[src/rtl/ctc_pkg.sv]
// package for the counter/timer and clocking block
package ctc_pkg;
   // register offsets on the plain register port
   localparam logic [3:0] OFS_AUX_CONTROL = 4'h0;
   localparam logic [3:0] OFS_PRELOAD_HIGH = 4'h1;
   localparam logic [3:0] OFS_PRELOAD_LOW = 4'h2;
   localparam logic [3:0] OFS_INT_STATUS = 4'h3;
   localparam logic [3:0] OFS_INT_MASK = 4'h4;
   localparam logic [3:0] OFS_INT_CLEAR = 4'h5;
   localparam logic [3:0] OFS_CMD_START = 4'h6;
   localparam logic [3:0] OFS_CMD_STOP = 4'h7;
   localparam logic [3:0] OFS_COUNT_HIGH = 4'h8;
   localparam logic [3:0] OFS_COUNT_LOW = 4'h9;
   // aux control fields
   localparam int ACR_RATE_SET_BIT = 7;
   localparam int ACR_MODE_BIT = 6;
   localparam int ACR_SRC_HI = 6;
   localparam int ACR_SRC_LO = 4;
   // status bit positions
   localparam int ST_READY_BIT = 3;
   // reset values
   localparam logic [7:0] AUX_RESET = 8'h00;
   localparam logic [7:0] PRELOAD_RESET = 8'h00;
   localparam logic [7:0] MASK_RESET = 8'h00;
   // prescale and generator constants
   localparam int DIV16 = 16;
   localparam int BRG_ACC_W = 24;
   // register bus carrier
   typedef struct packed {
      logic [3:0] addr;
      logic [7:0] wdata;
      logic wr;
      logic rd;
   } ctc_bus_t;
   // count source selections
   typedef enum logic [2:0] {
      SRC_CNT_PIN, SRC_CNT_TXA, SRC_CNT_TXB, SRC_CNT_XD16,
      SRC_TMR_PIN, SRC_TMR_PD16, SRC_TMR_X, SRC_TMR_XD16
   } ctc_src_t;
endpackage

[src/rtl/ctc_timer.sv]
// counter/timer, bit rate generator and clock pin logic
//
// Decided for this implementation: the placing of the registers and the address-and-strobe port.
`timescale 1ns/1ps
module ctc_timer
   import ctc_pkg::*;
#(
   parameter int XTAL_HZ = 3686400,   // crystal rate behind the tick
   parameter int RATE_SEL_W = 4       // width of rate selector
) (
   // clock and reset
   input wire logic clk_i,
   input wire logic reset_i,
   // register port
   input wire logic [3:0] addr_i,
   input wire logic [7:0] wdata_i,
   input wire logic wr_i,
   input wire logic rd_i,
   output logic [7:0] rdata_o,
   // crystal tick and pins from outside
   input wire logic crystal_clock_in_i,
   input wire logic [3:0] ext_clock_inputs_i,
   input wire logic chan_a_tx_clock_i,
   input wire logic chan_b_tx_clock_i,
   // channel clock selection request
   input wire logic [RATE_SEL_W-1:0] rate_sel_i,
   // outputs
   output logic output_pin_three_o,
   output logic timer_clock_o,
   output logic bit_rate_clock_o,
   output logic [3:0] ext_clock_o,
   output logic irq_o
);
   // elaboration checks: the rate table is built for a 4-bit code
   initial begin
      if (RATE_SEL_W != 4) $error("rate selector must be 4 bits");
      if (XTAL_HZ <= 0) $error("crystal rate must be positive");
   end

   // bus carrier
   ctc_bus_t bus;
   assign bus = '{addr: addr_i, wdata: wdata_i, wr: wr_i, rd: rd_i};

   // pin synchronisers: s1 only feeds s2
   // pins are asynchronous to clk_i, so nothing but the second
   // stage may look at the first, or a metastable value leaks in
   logic [7:0] sync1;
   logic [7:0] sync2;
   logic [7:0] sync3; // previous for edge detect
   always_ff @(posedge clk_i) begin
      if (reset_i) begin
         sync1 <= 8'h00;
         sync2 <= 8'h00;
         sync3 <= 8'h00;
      end else begin
         sync1 <= {1'b0, crystal_clock_in_i, chan_b_tx_clock_i,
                   chan_a_tx_clock_i, ext_clock_inputs_i};
         sync2 <= sync1;
         sync3 <= sync2;
      end
   end
   // rising edges of the synchronised pins
   wire [7:0] rise = sync2 & ~sync3;
   wire pin_two_rise = rise[0];
   wire txa_rise = rise[4];
   wire txb_rise = rise[5];
   wire xtal_rise = rise[6];

   // registers
   logic [7:0] aux_control_reg;
   logic [7:0] preload_high_byte;
   logic [7:0] preload_low_byte;
   logic [7:0] int_mask_reg;
   logic [7:0] int_status_reg;

   // decodes
   wire wr_aux = bus.wr && bus.addr == OFS_AUX_CONTROL;
   wire wr_hi = bus.wr && bus.addr == OFS_PRELOAD_HIGH;
   wire wr_lo = bus.wr && bus.addr == OFS_PRELOAD_LOW;
   wire wr_mask = bus.wr && bus.addr == OFS_INT_MASK;
   wire wr_clr = bus.wr && bus.addr == OFS_INT_CLEAR;
   wire cmd_start = (bus.wr || bus.rd) && bus.addr == OFS_CMD_START;
   wire cmd_stop = (bus.wr || bus.rd) && bus.addr == OFS_CMD_STOP;

   // mode and source
   wire timer_mode = aux_control_reg[ACR_MODE_BIT];
   ctc_src_t src;
   assign src = ctc_src_t'(aux_control_reg[ACR_SRC_HI:ACR_SRC_LO]);
   wire [15:0] preload = {preload_high_byte, preload_low_byte};

   // divide-by-16 prescalers for crystal and pin two
   logic [3:0] xdiv;
   logic [3:0] pdiv;
   always_ff @(posedge clk_i) begin
      if (reset_i) begin
         xdiv <= 4'h0;
         pdiv <= 4'h0;
      end else begin
         if (xtal_rise) xdiv <= xdiv + 4'h1;
         if (pin_two_rise) pdiv <= pdiv + 4'h1;
      end
   end
   wire xtal_d16 = xtal_rise && xdiv == 4'(DIV16 - 1);
   wire pin_d16 = pin_two_rise && pdiv == 4'(DIV16 - 1);

   // source tick select
   logic tick;
   always_comb begin
      case (src)
         SRC_CNT_PIN: tick = pin_two_rise;
         SRC_CNT_TXA: tick = txa_rise;
         SRC_CNT_TXB: tick = txb_rise;
         SRC_CNT_XD16: tick = xtal_d16;
         SRC_TMR_PIN: tick = pin_two_rise;
         SRC_TMR_PD16: tick = pin_d16;
         SRC_TMR_X: tick = xtal_rise;
         SRC_TMR_XD16: tick = xtal_d16;
         default: tick = 1'b0;
      endcase
   end

   // counter core
   logic [15:0] count;
   logic running;
   logic square;
   logic terminal; // counter reached zero since start, with no counter-mode stop since
   wire half_end = timer_mode && running && tick && count <= 16'h0001;
   wire cnt_zero = !timer_mode && running && tick && count == 16'h0001;
   wire ready_evt = (half_end && square) || cnt_zero;
   always_ff @(posedge clk_i) begin
      if (reset_i) begin
         count <= 16'h0000;
         running <= 1'b0;
         square <= 1'b1;
         terminal <= 1'b0;
      end else if (cmd_start) begin
         count <= preload;
         running <= 1'b1;
         square <= 1'b1;
         terminal <= 1'b0;
      end else if (cmd_stop && !timer_mode) begin
         running <= 1'b0;
         terminal <= 1'b0;
      end else if (running && tick) begin
         if (timer_mode) begin
            if (count <= 16'h0001) begin
               count <= preload;
               square <= ~square;
            end else begin
               count <= count - 16'h0001;
            end
         end else begin
            count <= count - 16'h0001;
            if (count == 16'h0001) terminal <= 1'b1;
         end
      end
   end

   // interrupt status: set wins over clear
   always_ff @(posedge clk_i) begin
      if (reset_i) begin
         int_status_reg <= 8'h00;
      end else begin
         int_status_reg[ST_READY_BIT] <= ready_evt ||
            (int_status_reg[ST_READY_BIT] && !cmd_stop &&
             !(wr_clr && bus.wdata[ST_READY_BIT]));
      end
   end

   // writable registers
   always_ff @(posedge clk_i) begin
      if (reset_i) begin
         aux_control_reg <= AUX_RESET;
         preload_high_byte <= PRELOAD_RESET;
         preload_low_byte <= PRELOAD_RESET;
         int_mask_reg <= MASK_RESET;
      end else begin
         if (wr_aux) aux_control_reg <= bus.wdata;
         if (wr_hi) preload_high_byte <= bus.wdata;
         if (wr_lo) preload_low_byte <= bus.wdata;
         if (wr_mask) int_mask_reg <= bus.wdata;
      end
   end

   // bit rate generator: phase accumulator, 16x rate output
   // the accumulator adds one step per crystal rise, so the output
   // follows the crystal; other crystal rates scale every rate alike
   // steps are rounded, so odd rates carry a small phase jitter
   logic [BRG_ACC_W-1:0] brg_acc;
   logic [BRG_ACC_W-1:0] brg_step;
   always_comb begin
      // step = 16*rate/xtal*2^24, nearest value for a 3.6864 MHz xtal
      case ({aux_control_reg[ACR_RATE_SET_BIT], rate_sel_i})
         5'h00: brg_step = 24'h000e39;  // 50
         5'h01: brg_step = 24'h001f4a;  // 110
         5'h02: brg_step = 24'h002642;  // 134.5
         5'h03: brg_step = 24'h0038e4;  // 200
         5'h04: brg_step = 24'h005555;  // 300
         5'h05: brg_step = 24'h00aaab;  // 600
         5'h06: brg_step = 24'h015555;  // 1200
         5'h07: brg_step = 24'h012aab;  // 1050
         5'h08: brg_step = 24'h02aaab;  // 2400
         5'h09: brg_step = 24'h055555;  // 4800
         5'h0a: brg_step = 24'h080000;  // 7200
         5'h0b: brg_step = 24'h0aaaab;  // 9600
         5'h0c: brg_step = 24'h2aaaab;  // 38.4k
         5'h10: brg_step = 24'h001555;  // 75
         5'h11: brg_step = 24'h001f4a;  // 110
         5'h12: brg_step = 24'h002642;  // 134.5
         5'h13: brg_step = 24'h002aab;  // 150
         5'h14: brg_step = 24'h005555;  // 300
         5'h15: brg_step = 24'h00aaab;  // 600
         5'h16: brg_step = 24'h015555;  // 1200
         5'h17: brg_step = 24'h0238e4;  // 2000
         5'h18: brg_step = 24'h02aaab;  // 2400
         5'h19: brg_step = 24'h055555;  // 4800
         5'h1a: brg_step = 24'h020000;  // 1800
         5'h1b: brg_step = 24'h0aaaab;  // 9600
         5'h1c: brg_step = 24'h155555;  // 19.2k
         default: brg_step = 24'h000000;
      endcase
   end
   always_ff @(posedge clk_i) begin
      if (reset_i) begin
         brg_acc <= '0;
      end else if (xtal_rise) begin
         brg_acc <= brg_acc + brg_step;
      end
   end

   // read mux
   logic [7:0] next_rdata;
   always_comb begin
      case (bus.addr)
         OFS_AUX_CONTROL: next_rdata = aux_control_reg;
         OFS_PRELOAD_HIGH: next_rdata = preload_high_byte;
         OFS_PRELOAD_LOW: next_rdata = preload_low_byte;
         OFS_INT_STATUS: next_rdata = int_status_reg;
         OFS_INT_MASK: next_rdata = int_mask_reg;
         OFS_COUNT_HIGH: next_rdata = count[15:8];
         OFS_COUNT_LOW: next_rdata = count[7:0];
         default: next_rdata = 8'h00;
      endcase
   end

   // registered outputs
   always_ff @(posedge clk_i) begin
      if (reset_i) begin
         rdata_o <= 8'h00;
         output_pin_three_o <= 1'b1;
         timer_clock_o <= 1'b1;
         bit_rate_clock_o <= 1'b0;
         ext_clock_o <= 4'h0;
         irq_o <= 1'b0;
      end else begin
         rdata_o <= bus.rd ? next_rdata : 8'h00;
         output_pin_three_o <= timer_mode ? square
                               : !terminal;
         timer_clock_o <= square;
         bit_rate_clock_o <= brg_acc[BRG_ACC_W-1];
         ext_clock_o <= sync2[3:0];
         irq_o <= |(int_status_reg & int_mask_reg);
      end
   end
endmodule

[config.mk]
export PLATFORM = sky130hd
export DESIGN_NAME = ctc_timer
export DESIGN_NICKNAME = d
export VERILOG_FILES = /design/src/rtl/ctc_pkg.sv /design/src/rtl/ctc_timer.sv
export SDC_FILE = /design/constraint.sdc
export NUM_CORES = 1
export LEC_CHECK = 0
export BUFFER_PORTS_ARGS = -buffer_cell sky130_fd_sc_hd__clkbuf_2
export CORE_MARGIN = 5
export CORE_UTILIZATION = 66
export CTS_BUF_LIST = sky130_fd_sc_hd__clkbuf_16
export DETAILED_ROUTE_END_ITERATION = 12
export HOLD_SLACK_MARGIN = 0.15
export PLACE_DENSITY = 0.86
export SLEW_MARGIN = 20
export SYNTH_ARGS = -nofsm -noshare
export SYNTH_HDL_FRONTEND = slang
export SYNTH_SLANG_ARGS = --single-unit
export TNS_END_PERCENT = 50
[constraint.sdc]
create_clock -name clk_i -period 6.07 [get_ports clk_i]
set_input_delay 0.3035 -clock clk_i [delete_from_list [all_inputs] [get_ports clk_i]]
set_output_delay 0.3035 -clock clk_i [all_outputs]
set_load 0.05 [all_outputs]
Word-level counts from Yosys, hierarchy flattened
Memory sizes are Yosys's and may differ from the RTL's.
Cells that the tools add are included.
- bits in registers: 121
- latch bits: 0
- RAM bits: 0
- ROM bits: 704
- input bits: 27
- output and inout bits: 16
- logic and storage cells: 105
- memories kept: 1
- add/subtract/negate cells: 4
- multipliers: 0
- divide/modulo/power cells: 0
- $lt $le $gt $ge: 1
- eq/ne operators: 20
- shift-type cells: 0
- muxes and demuxes: 10
- bitwise gates (word level): 7
- reductions and logical operators: 41
- memory list (memory ; depth ; width ; read ports ; clocked after memory_dff ; wr ports ; RTL line ; RTL):
    (name not given) ; 32 ; 22 ; 1 ; 0 ; 0 ; ctc_timer.sv:193 ; case ({aux_control_reg[ACR_RATE_SET_BIT], rate_sel_i})
- operator list (kind ; number):
    16-bit two-way mux ; 5
    8-bit case mux with 7 select lines ; 1
    24-bit adder ; 1
    1-bit logical AND ; 21
    16-bit by 1-bit equality test with 1-bit output (second input constant) ; 1
    4-bit by 3-bit equality test with 1-bit output (second input constant) ; 4
    4-bit equality test (second input constant) ; 4
    16-bit by 1-bit <= comparator with 1-bit output (second input constant) ; 1
    16-bit by 1-bit subtractor with 16-bit output (second input constant) ; 1
    3-bit equality test (second input constant) ; 4
    4-bit by 1-bit adder with 4-bit output (second input constant) ; 2
    4-bit by 8-bit bitwise AND with 8-bit output ; 1
    4-bit by 2-bit equality test with 1-bit output (second input constant) ; 2
    2-bit OR reduction ; 4
    8-bit OR reduction ; 1
    7-bit bitwise AND ; 1
    7-bit inverter ; 1
    3-bit by 2-bit equality test with 1-bit output (second input constant) ; 2
    1-bit case mux with 6 select lines ; 1
    4-bit by 1-bit equality test with 1-bit output (second input constant) ; 1
    1-bit zero test ; 4
    4-bit zero test ; 1
    1-bit inverter ; 4
    4-bit AND reduction ; 1
    other kinds (9) ; 14

Logic depth before layout (Yosys ltp)
- depth after elaboration: 9
- depth in mapped cells: 18
- gate-level depth less buffers: 17

Least setup slack after synthesis
No wires, ideal clock.
- path kind: input to register
- from: in rate_sel_i[0]
- to: reg brg_acc[15]
- setup time: 86 ps
- data arrival time: 3295 ps
- data required time: 5984 ps
- setup slack: 2689 ps
- stages on the path: 15
- buffers on the path: 1
- cell sequence: clkbuf_1 -> inv_1 -> ha_1 -> nand2b_1 -> o21ai_0 -> a21oi_1 -> a21oi_1 -> ha_1 -> a211oi_1 -> o21bai_1 -> o221ai_1 -> a21oi_1 -> o41ai_1 -> xor2_1 -> a211oi_1
- cells in the longest elaborated chain, start to end: 2
- ends and longest elaborated chain (what ; RTL line ; RTL):
    start, declared ; ctc_timer.sv:26 ; input wire logic [RATE_SEL_W-1:0] rate_sel_i,
    memory 32 x 22 bit ; -- ;
    24-bit adder ; ctc_timer.sv:227 ; brg_acc <= brg_acc + brg_step;
    end signal, assigned ; ctc_timer.sv:227 ;
    end, declared ; ctc_timer.sv:189 ; logic [BRG_ACC_W-1:0] brg_acc;
No other way between the ends.
A chain may end at the register's enable or synchronous reset.

Worst setup path in the final report
- from: reg aux_control_reg[7]
- to: reg brg_acc[15]
- cells in the longest elaborated chain, start to end: 2
- ends and longest elaborated chain (what ; RTL line ; RTL):
    start, declared ; ctc_timer.sv:70 ; logic [7:0] aux_control_reg;
    start signal, assigned ; ctc_timer.sv:178 ; if (wr_aux) aux_control_reg <= bus.wdata;
    memory 32 x 22 bit ; -- ;
    24-bit adder ; ctc_timer.sv:227 ;
No other way between the ends.

==> metrics.md <==
| Metric | Value |
|---|---|
| Post-Syn Area per Cell | `7.926 um2` |
| CTS root buf | `clkbuf_16` |
| Die area | `~13,000 um2` |
| P_int | `1466 uW` |
| Yosys warning count | `0` |
| Post-CTS Setup Repair Bufs | `0` |
| Min-delay worst type | `input pin to flop` |
| Worst-margin pin slew | `0.9804 ns` |
| Final instance area | `roughly 7700 um2` |
| Total CTS buffers | `17` |
| Sequential fraction of design power | `0.388` |
| Synth Cell Area | `approximately 6900 um2` |
| Unique masters post-synth | `68` |
| Ys flop type | `dfxtp_1` |
| VDD IR-drop max | `0.3155 mV` |
| Clock Path Buffers | `2` |
| Top Ports | `43` |
| CP Cell Sequence | `inv_1 > a21oi_1 > ha_1 > a211oi_1 > o21bai_1 > o221ai_1 > a21oi_1 > o41ai_1 > xor2_1 > a211oi_1` |
| Hold path cells | `3` |
| Clock sink count | `117` |
| Max Cap Viol | `0` |
| Critical Path Max Stage Delay | `slightly below 0.8 ns` |
| Period utilization | `0.6081` |
| Min Tclk post-route | `between 3 and 4 ns` |
| PortBufs | `42` |
| Initial antenna violation count | `0` |
| DR iter-0 viols | `929` |
| Core Rows | `37` |
| Crit path max fanout | `19` |
| Reg clk slew, reported paths | `0.06 ns` |
| Post-DR wirelength/cell | `around 20 um` |
| Final setup fails | `0` |
| H-tree Lvls | `4` |
| Slowest CP cell | `dfxtp_1` |
| Ys async rst share | `0` |
| Power per Cell Area | `269.9 nW/um2` |
| CTS tree | `done` |
| CP Data Arrival Time | `4.01 ns` |
| Tot GR Track Use | `0.3282` |
| Net count, final | `945` |
| Die Height | `112.0 um` |
| Initial core utilization | `0.6716` |
| Routed Antenna Nets | `0` |
| RSZ-0062 raised after global routing | `false` |
| Pre-antenna DRT Iters | `7` |
| Skew final | `0.004378 ns` |
| Cells after DPL | `approximately 990` |
| Post-layout util | `0.7495` |
| Vias per cell | `between 6 and 7` |
| Min-delay src | `wdata_i[4]` |
| FF-to-FF path depth | `10` |
| Die width | `112.0 um` |
| Max reg flops | `24` |
| Cell Area, Placed | `7028 um2` |
| Data required, critical path | `between 6 and 7 ns` |
| Clk_lat worst skew | `0.42 ns` |
| Vias | `6,759` |
| Crit Path Class | `flop to flop` |
| Worst Path Buf+Inv | `1` |
| Clock share of power | `0.469` |
| Pins Over Slew Limit | `0` |
| WHS Endpoint | `preload_low_byte[4]` |
| Post-CTS resize count | `0` |
| Net Sw Power | `604.4 uW` |
| First-pass GRT wire length | `roughly 33,000 um` |
| Sw Ratio | `0.2920` |
| Leakage | `roughly 0.0032 uW` |
| Ratio of cells with drive above 1 in the final layout | `0.1172` |
| Gr ovfl total | `0` |
| Setup TNS | `0 ns` |
| Final Hold Violating Endpoints | `0` |
| Dpl hpwl | `between 10,000 and 15,000 um` |
| Post-Synthesis Cells | `roughly 870` |
| Largest registers | `brg_acc (24), count (16)` |
| Largest net degree at the start of global routing | `79` |
| Core area | `10,230 um2` |
| Vias in the first global route | `6,491` |
| Combinational power share | `0.143` |
| CTS Hold Bufs | `7` |
| DRC | `0` |
| Post-synth EDFFs | `0` |
| Routability cong. | `0.9164` |
| Crit-path leading delay family | `compound AO/OA/AOI/OAI gates` |
| Crit start category | `flop` |
| Post-Layout Cell Count | `1,032` |
| Crit. End Element | `flop` |
| Status | `finished, final reports clean` |
| Net Count, Synth | `a little over 900` |
| ANT cells | `0` |
| Fmax | `roughly 0.27 GHz` |
| Drt total wl | `20,340 um` |
| Biggest register | `brg_acc` |
| Reg-to-reg startpoint | `aux_control_reg[7]` |
| Seq/Total Area, Yosys | `0.3409` |
| RR Endpoint | `brg_acc[15]` |
| Relative slew slack | `0.3464` |
| Final hold slack | `between 0.15 and 0.2 ns` |
| P&R area growth vs syn | `11.60%` |
| Flop2flop setup slack | `roughly 2.4 ns` |
| Synthesized flop and latch total | `about 120` |
==> power groups by stage <==
stage | Sequential (uW) | Clock [uW] | Combinational, uW
2_1_floorplan | 814 | 0 | 218
3_3_place_gp | 818 | 0 | 272
3_5_place_dp | 819 | 0 | 277
4_1_cts | 803 | 972 | 287
5_1_grt | 805 | 1010 | 325
6_report | 804 | 971 | 295
==> cell families (layout without fill, tap and decap cells) <==
kind of cell / Yosys count / in the layout / share of synthesized area
muxes: 39 / 39 / 0.06336
adders and majority gates: 35 / 35 / 0.06482
DFF: 117 / 117 / 0.3409
buffers and inverters: 72 / 101 / 0.04698
xor gates and xnor gates: 23 / 23 / 0.02931
AOI/OAI and AO/OA: 244 / 244 / 0.2227
and+or+nand+nor: 337 / 337 / 0.2320
==> final cells by class <==
type	instances	area, um2
timing repair buffer	52	305.3
fill	735	2562
inverter	17	63.81
clock buffer	17	425.4
multi-input combinational	678	4217
tap	136	170.2
clock inverter	15	145.1
sequential	117	2342
==> routing by layer <==
metal  up-vias  part of all wire  GRT usage
li1       3140                 -          -
met1      3174              0.42     0.4550
met2       400              0.45     0.4924
met3        45              0.11    0.09326
met4         0             0.023     0.1146
met5         -                 0          0
==> how the worst max path moves through the flow <==
| stage | start | endpoint | slack, ns | depth (start not counted) |
|---|---|---|---|---|
| after global placement | rate_sel_i[1] | brg_acc[15] | 2.26 | 17 |
| after detailed placement | rate_sel_i[1] | brg_acc[15] | 2.16 | 17 |
| final | aux_control_reg[7] | brg_acc[15] | 2.38 | 10 |
| after floorplan | rate_sel_i[0] | brg_acc[15] | 2.69 | 15 |
| after global routing | aux_control_reg[7] | brg_acc[15] | 2.09 | 10 |
| after CTS | aux_control_reg[7] | brg_acc[15] | 2.46 | 10 |
==> layout by cell type, fill, tap and decap left out, types with 11 or more instances in the layout <==
master     instances
a31oi_1           11
a211oi_1          14
xnor2_1           12
a21oi_1           97
ha_1              34
inv_1             16
mux2i_1           30
nand2_1           95
o21ai_0           41
nor2_1           102
nor3_1            21
clkbuf_16         17
xor2_1            11
a21o_1            12
dfxtp_1          117
nor2b_1           30
clkbuf_2          41
nand3_1           35
==> metrics by stage <==
| step | setup WS (ns) | power [uW] |
|---|---|---|
| after floorplan | 2.689 | 1031 |
| after global placement | 2.262 | 1089 |
| after detailed placement | 2.163 | 1096 |
| after CTS | 2.462 | 2062 |
| after global routing | 2.089 | 2140 |
| final | 2.379 | 2070 |
==> worst min-delay path, stage by stage <==
cell and delay (ns):
clkbuf_2 0.12, nand3_1 0.07, a21oi_1 0.05
==> synth_stat cells (all sizes together) (9+ instances only) <==
cell    count  area share
a211oi     14       0.015
a21o       13       0.015
a21oi     100       0.074
a31oi      11       0.010
buf        24       0.021
clkbuf     31       0.017
dfxtp     117        0.34
ha         34       0.062
inv        16      0.0087
mux2i      30       0.044
nand2      96       0.053
nand3      35       0.025
nor2      102       0.056
nor2b      31       0.028
nor3       23       0.018
o211ai      9      0.0098
o21ai      43       0.031
xnor2      12       0.015
xor2       11       0.014
Power figures use the tool's default switching activity.
